$ cat src/pkg/sci_pkg.sv
// Constants and types for the control-input front end of the DRAM.
// Assumes a single 100 MHz clock domain (mclk) and synchronous reset.
//
// Overview of operation
// Address and control inputs are captured only on the rising edge of the clock.
// Clock gate low runs internal clock, input buffers and drivers; high turns them off.
// Raising the clock gate with all banks idle gives precharge power-down or self refresh, else active power-down.
// The clock gate is evaluated on clock edges for power-down entry and exit and self refresh entry.
// Self refresh exit and output turn-off follow the clock gate without waiting for a clock edge; here both are registered on mclk.
// The controller keeps the clock gate low throughout every read and write access.
// In power-down all input buffers are off except the clocks and the clock gate.
// In self refresh every input buffer is off, clocks included, except the clock gate.
// Chip select registered low enables the command decoder; registered high masks the command.
// The command comes from chip select and the row, column and write strobes sampled together.
// A write data beat whose mask is sampled high with it is left unwritten.
// The write mask is sampled on both edges of the write data strobe.
// The write mask pin also carries the read bus inversion flag during reads.
// The read data strobe pin carries the write inversion flag, driven by the controller; the front end has no input for it.
// The bank select inputs choose the bank for activate, read, write and precharge.
// A power-state register tracks the clock gate and bank idle status and drives buffer enables.
package sci_pkg;

  localparam int NUM_BANKS = 8;
  localparam int BANK_W = 3;
  localparam int ADDR_W = 13;
  localparam int LANES = 4;
  localparam int AP_BIT = 8; // Auto precharge / all-banks address bit

  // Decoded command set
  typedef enum logic [3:0] {
    SCI_CMD_NOP, SCI_CMD_ACT, SCI_CMD_RD, SCI_CMD_WR, SCI_CMD_PRE,
    SCI_CMD_REF, SCI_CMD_MRS, SCI_CMD_RSV
  } sci_cmd_t;

  // Power states
  typedef enum logic [1:0] {
    SCI_PS_ACTIVE, SCI_PS_ACT_PD, SCI_PS_PRE_PD, SCI_PS_SELF_REF
  } sci_pwr_t;

endpackage : sci_pkg

$ cat src/core/sci_mask_lane.sv
// Write mask sampler for one byte lane, both edges of its write data strobe.
// Assumes the strobe is already synchronised to mclk as a level.
`timescale 1ns/1ps
module sci_mask_lane
  import sci_pkg::*;
(
  // Clock and reset
  input wire logic mclk,
  input wire logic rst,
  // Synchronised lane inputs
  input wire logic strobe_s,
  input wire logic mask_s,
  input wire logic wr_en,
  // Result
  output logic beat_pulse_q,
  output logic beat_masked_q
);

  logic strobe_q;

  // Edge detect on the synchronised strobe
  always_ff @(posedge mclk) begin
    if (rst) begin
      strobe_q <= 1'b0;
    end else begin
      strobe_q <= strobe_s;
    end
  end

  // Sample mask on rising and falling edge alike
  always_ff @(posedge mclk) begin
    if (rst) begin
      beat_pulse_q <= 1'b0;
      beat_masked_q <= 1'b0;
    end else begin
      beat_pulse_q <= wr_en && (strobe_s != strobe_q);
      beat_masked_q <= wr_en && (strobe_s != strobe_q) && mask_s;
    end
  end

endmodule : sci_mask_lane

$ cat src/core/sci_front_end.sv
// Control-input front end: command capture, power states, write mask lanes.
// Assumes pins arrive asynchronously and are synchronised here on mclk.
`timescale 1ns/1ps
module sci_front_end
  import sci_pkg::*;
(
  // Clock and reset
  input wire logic mclk,
  input wire logic rst,
  // Command pins
  input wire logic clk_gate_n,
  input wire logic chip_sel_n,
  input wire logic row_strobe_n,
  input wire logic col_strobe_n,
  input wire logic wr_strobe_n,
  input wire logic [BANK_W-1:0] bank_select,
  input wire logic [ADDR_W-1:0] addr,
  // Data-side pins
  input wire logic [LANES-1:0] write_data_strobe,
  input wire logic [LANES-1:0] write_mask_i,
  input wire logic read_dbi_en,
  input wire logic [LANES-1:0] read_flag,
  // Mask pin in read inversion use
  output logic [LANES-1:0] write_mask_o,
  output logic [LANES-1:0] write_mask_oe_n,
  // Decoded command
  output sci_cmd_t cmd_q,
  output logic cmd_valid_q,
  output logic [BANK_W-1:0] cmd_bank_q,
  output logic [ADDR_W-1:0] cmd_addr_q,
  // Power and buffer control
  output sci_pwr_t pwr_state_q,
  output logic int_clk_en_q,
  output logic in_buf_en_q,
  output logic clk_buf_en_q,
  output logic out_drv_en_q,
  output logic [NUM_BANKS-1:0] bank_open_q,
  // Write beats
  output logic [LANES-1:0] beat_pulse_q,
  output logic [LANES-1:0] beat_masked_q
);

  ////////////////////////////////////////////////////////////////////
  // Input synchronisers

  logic [1:0] gate_sync_q;
  logic [1:0] cs_sync_q, ras_sync_q, cas_sync_q, we_sync_q;
  logic [BANK_W-1:0] ba_sync1_q, ba_sync2_q;
  logic [ADDR_W-1:0] ad_sync1_q, ad_sync2_q;
  logic [LANES-1:0] dqs_sync1_q, dqs_sync2_q, dm_sync1_q, dm_sync2_q;
  logic [LANES-1:0] rf_sync1_q, rf_sync2_q;
  logic rdbi_sync1_q, rdbi_sync2_q;
  logic gate_s;
  logic wr_active_q, rd_active_q;

  // Two stages before any logic reads a pin
  always_ff @(posedge mclk) begin
    if (rst) begin
      gate_sync_q <= 2'h0; // Idle running level, so no false power-down after reset
      cs_sync_q <= 2'h3;
      ras_sync_q <= 2'h3;
      cas_sync_q <= 2'h3;
      we_sync_q <= 2'h3;
      ba_sync1_q <= '0;
      ba_sync2_q <= '0;
      ad_sync1_q <= '0;
      ad_sync2_q <= '0;
      dqs_sync1_q <= '0;
      dqs_sync2_q <= '0;
      dm_sync1_q <= '0;
      dm_sync2_q <= '0;
      rf_sync1_q <= '0;
      rf_sync2_q <= '0;
      rdbi_sync1_q <= 1'b0;
      rdbi_sync2_q <= 1'b0;
    end else begin
      gate_sync_q <= {gate_sync_q[0], clk_gate_n};
      cs_sync_q <= {cs_sync_q[0], chip_sel_n};
      ras_sync_q <= {ras_sync_q[0], row_strobe_n};
      cas_sync_q <= {cas_sync_q[0], col_strobe_n};
      we_sync_q <= {we_sync_q[0], wr_strobe_n};
      ba_sync1_q <= bank_select;
      ba_sync2_q <= ba_sync1_q;
      ad_sync1_q <= addr;
      ad_sync2_q <= ad_sync1_q;
      dqs_sync1_q <= write_data_strobe;
      dqs_sync2_q <= dqs_sync1_q;
      dm_sync1_q <= write_mask_i;
      dm_sync2_q <= dm_sync1_q;
      rf_sync1_q <= read_flag;
      rf_sync2_q <= rf_sync1_q;
      rdbi_sync1_q <= read_dbi_en;
      rdbi_sync2_q <= rdbi_sync1_q;
    end
  end

  assign gate_s = gate_sync_q[1];

  ////////////////////////////////////////////////////////////////////
  // Command decode

  sci_cmd_t cmd_d;

  // Strobe pattern to command, chip select high masks all
  always_comb begin
    unique case ({ras_sync_q[1], cas_sync_q[1], we_sync_q[1]})
      3'h7: cmd_d = SCI_CMD_NOP;
      3'h3: cmd_d = SCI_CMD_ACT;
      3'h5: cmd_d = SCI_CMD_RD;
      3'h4: cmd_d = SCI_CMD_WR;
      3'h2: cmd_d = SCI_CMD_PRE;
      3'h1: cmd_d = SCI_CMD_REF;
      3'h0: cmd_d = SCI_CMD_MRS;
      3'h6: cmd_d = SCI_CMD_RSV;
    endcase
  end

  // Capture on mclk rising edge only; command only while awake, bank and address every cycle
  always_ff @(posedge mclk) begin
    if (rst) begin
      cmd_q <= SCI_CMD_NOP;
      cmd_valid_q <= 1'b0;
      cmd_bank_q <= '0;
      cmd_addr_q <= '0;
    end else begin
      cmd_valid_q <= in_buf_en_q && !cs_sync_q[1] && (cmd_d != SCI_CMD_NOP);
      cmd_q <= (in_buf_en_q && !cs_sync_q[1]) ? cmd_d : SCI_CMD_NOP;
      cmd_bank_q <= ba_sync2_q;
      cmd_addr_q <= ad_sync2_q;
    end
  end

  ////////////////////////////////////////////////////////////////////
  // Bank tracking

  // Activate opens, precharge closes one bank or all
  always_ff @(posedge mclk) begin
    if (rst) begin
      bank_open_q <= '0;
    end else if (cmd_valid_q && cmd_q == SCI_CMD_ACT) begin
      bank_open_q[cmd_bank_q] <= 1'b1;
    end else if (cmd_valid_q && cmd_q == SCI_CMD_PRE) begin
      if (cmd_addr_q[AP_BIT]) begin
        bank_open_q <= '0;
      end else begin
        bank_open_q[cmd_bank_q] <= 1'b0;
      end
    end
  end

  // Access in flight, kept until the next command or until the gate goes high
  always_ff @(posedge mclk) begin
    if (rst) begin
      wr_active_q <= 1'b0;
      rd_active_q <= 1'b0;
    end else if (cmd_valid_q) begin
      wr_active_q <= (cmd_q == SCI_CMD_WR);
      rd_active_q <= (cmd_q == SCI_CMD_RD);
    end else if (gate_s) begin
      // Controller must keep the gate low during accesses
      wr_active_q <= 1'b0;
      rd_active_q <= 1'b0;
    end
  end

  ////////////////////////////////////////////////////////////////////
  // Power state

  // Gate high picks a low-power state from bank status; refresh gives self refresh
  always_ff @(posedge mclk) begin
    if (rst) begin
      pwr_state_q <= SCI_PS_ACTIVE;
    end else begin
      unique case (pwr_state_q)
        SCI_PS_ACTIVE: begin
          if (gate_s) begin
            if (|bank_open_q) begin
              pwr_state_q <= SCI_PS_ACT_PD;
            end else if (cmd_valid_q && cmd_q == SCI_CMD_REF) begin
              pwr_state_q <= SCI_PS_SELF_REF;
            end else begin
              pwr_state_q <= SCI_PS_PRE_PD;
            end
          end
        end
        SCI_PS_ACT_PD, SCI_PS_PRE_PD, SCI_PS_SELF_REF: begin
          if (!gate_s) begin
            pwr_state_q <= SCI_PS_ACTIVE;
          end
        end
      endcase
    end
  end

  // Clock buffer enable follows state; internal clock, input buffers and drivers are taken from the gate directly
  always_ff @(posedge mclk) begin
    if (rst) begin
      int_clk_en_q <= 1'b1;
      in_buf_en_q <= 1'b1;
      clk_buf_en_q <= 1'b1;
      out_drv_en_q <= 1'b1;
    end else begin
      // Gate high drops clock and drivers at once, no state wait
      int_clk_en_q <= !gate_s;
      out_drv_en_q <= !gate_s;
      // Self refresh exit needs no command edge, only the gate
      in_buf_en_q <= !gate_s && (pwr_state_q == SCI_PS_ACTIVE || !gate_s);
      clk_buf_en_q <= (pwr_state_q != SCI_PS_SELF_REF) || !gate_s;
    end
  end

  ////////////////////////////////////////////////////////////////////
  // Mask pin and write beats

  // Mask pin drives the read inversion flag only during reads
  always_ff @(posedge mclk) begin
    if (rst) begin
      write_mask_o <= '0;
      write_mask_oe_n <= '1;
    end else begin
      write_mask_o <= rf_sync2_q;
      write_mask_oe_n <= {LANES{!(rd_active_q && rdbi_sync2_q && !gate_s)}};
    end
  end

  // One sampler per byte lane
  for (genvar g = 0; g < LANES; g++) begin : g_lane
    sci_mask_lane u_lane (
      .mclk(mclk),
      .rst(rst),
      .strobe_s(dqs_sync2_q[g]),
      .mask_s(dm_sync2_q[g]),
      .wr_en(wr_active_q),
      .beat_pulse_q(beat_pulse_q[g]),
      .beat_masked_q(beat_masked_q[g])
    );
  end

  ////////////////////////////////////////////////////////////////////
  // Checks

  property p_cs_masks;
    @(posedge mclk) disable iff (rst)
      cs_sync_q[1] |=> !cmd_valid_q;
  endproperty
  a_cs_masks: assert property (p_cs_masks) else $error("command taken with select high");

  property p_gate_off;
    @(posedge mclk) disable iff (rst)
      gate_s |=> !int_clk_en_q && !out_drv_en_q;
  endproperty
  a_gate_off: assert property (p_gate_off) else $error("clock or drivers on with gate high");

  property p_act_pd;
    @(posedge mclk) disable iff (rst)
      (pwr_state_q == SCI_PS_ACTIVE && gate_s && |bank_open_q) |=> pwr_state_q == SCI_PS_ACT_PD;
  endproperty
  a_act_pd: assert property (p_act_pd) else $error("no active power-down with open row");

  property p_pre_pd;
    @(posedge mclk) disable iff (rst)
      (pwr_state_q == SCI_PS_ACTIVE && gate_s && !(|bank_open_q))
        |=> pwr_state_q inside {SCI_PS_PRE_PD, SCI_PS_SELF_REF};
  endproperty
  a_pre_pd: assert property (p_pre_pd) else $error("wrong idle power-down state");

  property p_pd_inbuf;
    @(posedge mclk) disable iff (rst)
      (pwr_state_q != SCI_PS_ACTIVE && gate_s) |=> !in_buf_en_q;
  endproperty
  a_pd_inbuf: assert property (p_pd_inbuf) else $error("input buffers on in power-down");

  property p_sr_clkbuf;
    @(posedge mclk) disable iff (rst)
      (pwr_state_q == SCI_PS_SELF_REF && gate_s) |=> !clk_buf_en_q;
  endproperty
  a_sr_clkbuf: assert property (p_sr_clkbuf) else $error("clock buffers on in self refresh");

  property p_sr_exit;
    @(posedge mclk) disable iff (rst)
      (pwr_state_q == SCI_PS_SELF_REF && !gate_s) |=> pwr_state_q == SCI_PS_ACTIVE && out_drv_en_q;
  endproperty
  a_sr_exit: assert property (p_sr_exit) else $error("self refresh exit not immediate");

  property p_act_open;
    @(posedge mclk) disable iff (rst)
      (cmd_valid_q && cmd_q == SCI_CMD_ACT) |=> bank_open_q[$past(cmd_bank_q)];
  endproperty
  a_act_open: assert property (p_act_open) else $error("activate did not open bank");

  property p_decode;
    @(posedge mclk) disable iff (rst)
      (in_buf_en_q && !cs_sync_q[1] && {ras_sync_q[1], cas_sync_q[1], we_sync_q[1]} == 3'h4)
        |=> cmd_valid_q && cmd_q == SCI_CMD_WR;
  endproperty
  a_decode: assert property (p_decode) else $error("write strobes not decoded");

  property p_mask_beat;
    @(posedge mclk) disable iff (rst)
      beat_masked_q[0] |-> beat_pulse_q[0];
  endproperty
  a_mask_beat: assert property (p_mask_beat) else $error("masked flag without beat");

endmodule : sci_front_end

$ cat config.mk
export PLATFORM = sky130hd
export DESIGN_NAME = sci_front_end
export DESIGN_NICKNAME = d
export VERILOG_FILES = /design/src/pkg/sci_pkg.sv /design/src/core/sci_mask_lane.sv /design/src/core/sci_front_end.sv
export SDC_FILE = /design/constraint.sdc
export NUM_CORES = 1
export LEC_CHECK = 0
export ABC_AREA = 0
export BUFFER_PORTS_ARGS = -buffer_cell sky130_fd_sc_hd__buf_4
export CAP_MARGIN = 20
export CORE_MARGIN = 1
export CORE_UTILIZATION = 35
export CTS_CLUSTER_DIAMETER = 100
export DETAILED_ROUTE_END_ITERATION = 10
export PLACE_DENSITY = 0.66
export SLEW_MARGIN = 30
export SYNTH_ARGS = -nofsm -noshare
export SYNTH_HDL_FRONTEND = slang
export SYNTH_SLANG_ARGS = --single-unit
$ cat constraint.sdc
create_clock -name mclk -period 1.51 [get_ports mclk]
set_clock_uncertainty 0.2 [all_clocks]
set_input_delay 0.302 -clock mclk [delete_from_list [all_inputs] [get_ports mclk]]
set_output_delay 0.302 -clock mclk [all_outputs]
set_load 0.005 [all_outputs]
==> impl_results.md <==
- Initial DRC Count: 63
- Vias in the first global route: 2536
- Met1 usage: 0.1395
- Fmax: 0.6558 GHz
- Pwr Density: 1428 nW/µm²
- Clk Latency, worst-skew pair: 0.51 ns
- IO Pins: 87
- Synth area leaders: dfxtp_1, nor2b_1, buf_4, a32o_1, and2_1
- Vias per Instance: 4.212
- HPWL after DPL: 4196 µm
- Final number of setup-violating endpoints: 1
- Met2 Usage GRT: 0.2300
- Leading area contributor after synthesis: dfxtp_1
- Htree depth: 4
- Number of standard cells in the final layout excluding fillers: 595
- WL/cell: 11.22 µm
- Peak supply drop: 730.3 µV
- Syn Nets: 352
- Pre-CTS WS: 0.05098 ns
- CTS Buf Count: 17
- Met3 track demand over resource: 0.04449
- Sequential area share after synthesis: 0.6566
- Busiest grt layer: met2
- Hold crit path type: flop to flop
- Clock sink total: 120
- Gate Count Post-Synth: 316
- Largest net degree at the start of global routing: 36
- Cells along the critical path: buf_6 -> buf_6
- Async set-or-reset flop fraction in the synthesized netlist: 0
- Outcome: finished with violations
- CP Launch Type: flop
- First-pass GRT wire length: 11110 µm
- Final wirelength: 6673 µm
- Post-synth EDFFs: 0
- Critical Path End Type: output port
- Yosys top cell area share: 0.6566
- Share of cells above drive strength 1: 0.3506
- Die W: 104.2 µm
- Unique masters post-synth: 36
- Die height: 104.2 µm
- Layout area overhead: 51.09%
- Initial core utilization: 0.3675
- Syn Area/Cell: 11.58 µm²
- Slowest stage cell on the critical path: dfxtp_2
- CTS tree: yes
- CP Max Fanout: 2
- Commonest cells post-synth: dfxtp_1, nor2b_1, buf_4
- Max-slew violations: 0
- CTS Root Cell: clkbuf_8
- Post-route minimum period: 1.525 ns
- Antenna cells: 0
- DR pass1 iterations: 4
- Most common cell in the netlist: dfxtp_1
- Worst endpoint required time: 1.01 ns
- Final Hold Viols: 0
- Routability cong.: 0.7205
- Clock Path Buffers: 2
- Core Rows: 36
- NumNets Final: 485
- Worst Hold Slack: 0.1962 ns
- Top FF cell, synth: dfxtp_1
- Placed cell count: 517
- Largest stage delay on the critical path: 0.32 ns
- RSZ-0062 raised after global routing: yes
- Yosys Warn Count: 0
- Core Region: 9955 µm²
- Ratio of final minimum period to clock period: 1.010
- Die area: 10870 µm²
- Cell seen most often among critical-path stages: buf_6
- Initial antenna violation count: 0
- Max Cap Viol: 0
- DRC viols: 0
- Crit Path Class: flop to output port
- Failing checks: setup timing
- GRT Residual Overflow: 0
- GRT Resource Usage Total: 0.1332
- Post-DRT Antenna Nets: 0
- Seq cells post-synth: 120
- Worst Path Arrival: 1.02 ns
- Leakage Power: 2.367 nW
- Via count: 2506
- Post-route setup slack: -0.01483 ns
- Clock slew at reported path FFs: 0.06 ns
- Input/output buffers: 85
- Cell area after synthesis: 3659 µm²
==> repair_timing <==
action                                 CTS  global route
endpoints found under the hold margin   40             0
setup endpoints to repair               23            10
hold buffers                            37             0
resized for setup                       30             6
buffers inserted                        11             0
==> worst paths after layout <==
path                                      endpoint  slack, ns  depth (start not counted)         from
worst max register to register      bank_open_q[2]       0.06                          4     cmd_q[1]
worst min register to register  write_mask_oe_n[0]       0.20                          1  rd_active_q
worst max-delay path                      cmd_q[1]      -0.01                          2     cmd_q[1]
worst min-delay path            write_mask_oe_n[0]       0.20                          1  rd_active_q
==> layer usage <==
metal | routed length (µm) | share of wire | vias to the layer above
li1 | - | - | 1276
met2 | 3511 | 0.53 | 72
met5 | 0 | 0 | -
met3 | 317 | 0.048 | 10
met1 | 2736 | 0.41 | 1148
met4 | 107 | 0.016 | 0
==> worst max-delay path: cells and delay by family (launching register included) <==
family / cells / cell delay (ns)
buffers and inverters: 2 / 0.21
flip-flops: 1 / 0.32
==> sequential cells by signal (all words and copies together), names as in the netlist, 8 cells and up <==
| name | count |
|---|---|
| ad_sync1_q | 13 |
| ad_sync2_q | 13 |
| cmd_addr_q | 13 |
| bank_open_q | 8 |
==> report_power, final <==
group          switching [W]  total [W]  leakage, nW  internal (W)
clock                0.00136    0.00425        0.309       0.00289
combinational       0.000121   0.000350         1.06      0.000229
sequential         0.0000303    0.00330        0.994       0.00327
total                0.00152    0.00790         2.37       0.00638
==> kinds of logic (layout without fill, tap and decap cells) <==
group                    after synthesis  after routing  synth area share
XOR/XNOR                               6              6           0.01436
other                                  1              1          0.001025
flip-flops                           120            120            0.6566
AO/OA/AOI/OAI                         27             27           0.05198
buffers and inverters                 29            175           0.04446
adder cells (fa/ha/maj)                1              1          0.002736
AND/OR/NAND/NOR                      132            132            0.2288
==> area by class of cell <==
cell class / instances / area [µm²]
clock buffer: 20 / 435.4
clock inverter: 12 / 198.9
fill: 832 / 4427
inverter: 4 / 15.01
multi-input combinational: 167 / 1104
sequential: 120 / 2445
tap: 133 / 166.4
timing repair buffer: 139 / 1164
==> layout by cell type, fill, tap and decap left out, types with 7 or more instances in the layout <==
master,netlist,routed
dfxtp_1,120,100
buf_4,13,97
nor2b_1,86,85
dlygate4sd3_1,0,37
clkbuf_16,0,16
dfxtp_2,0,13
nor2_1,10,10
and2_1,8,8
dfxtp_4,0,7
==> stage by stage <==
stage,setup TNS (ns),cell area (µm²),util,total power [W]
CTS,-0.05504,5502,0.5527,0.007994
finish,-0.01483,5528,0.5553,0.007896
global placement,0,4375,0.4395,0.003628
detailed placement,0,4375,0.4395,0.003635
floorplan,0,3659,-,0.003506
global route,-0.06698,5528,0.5553,0.008194
Power figures use the tool's default switching activity.
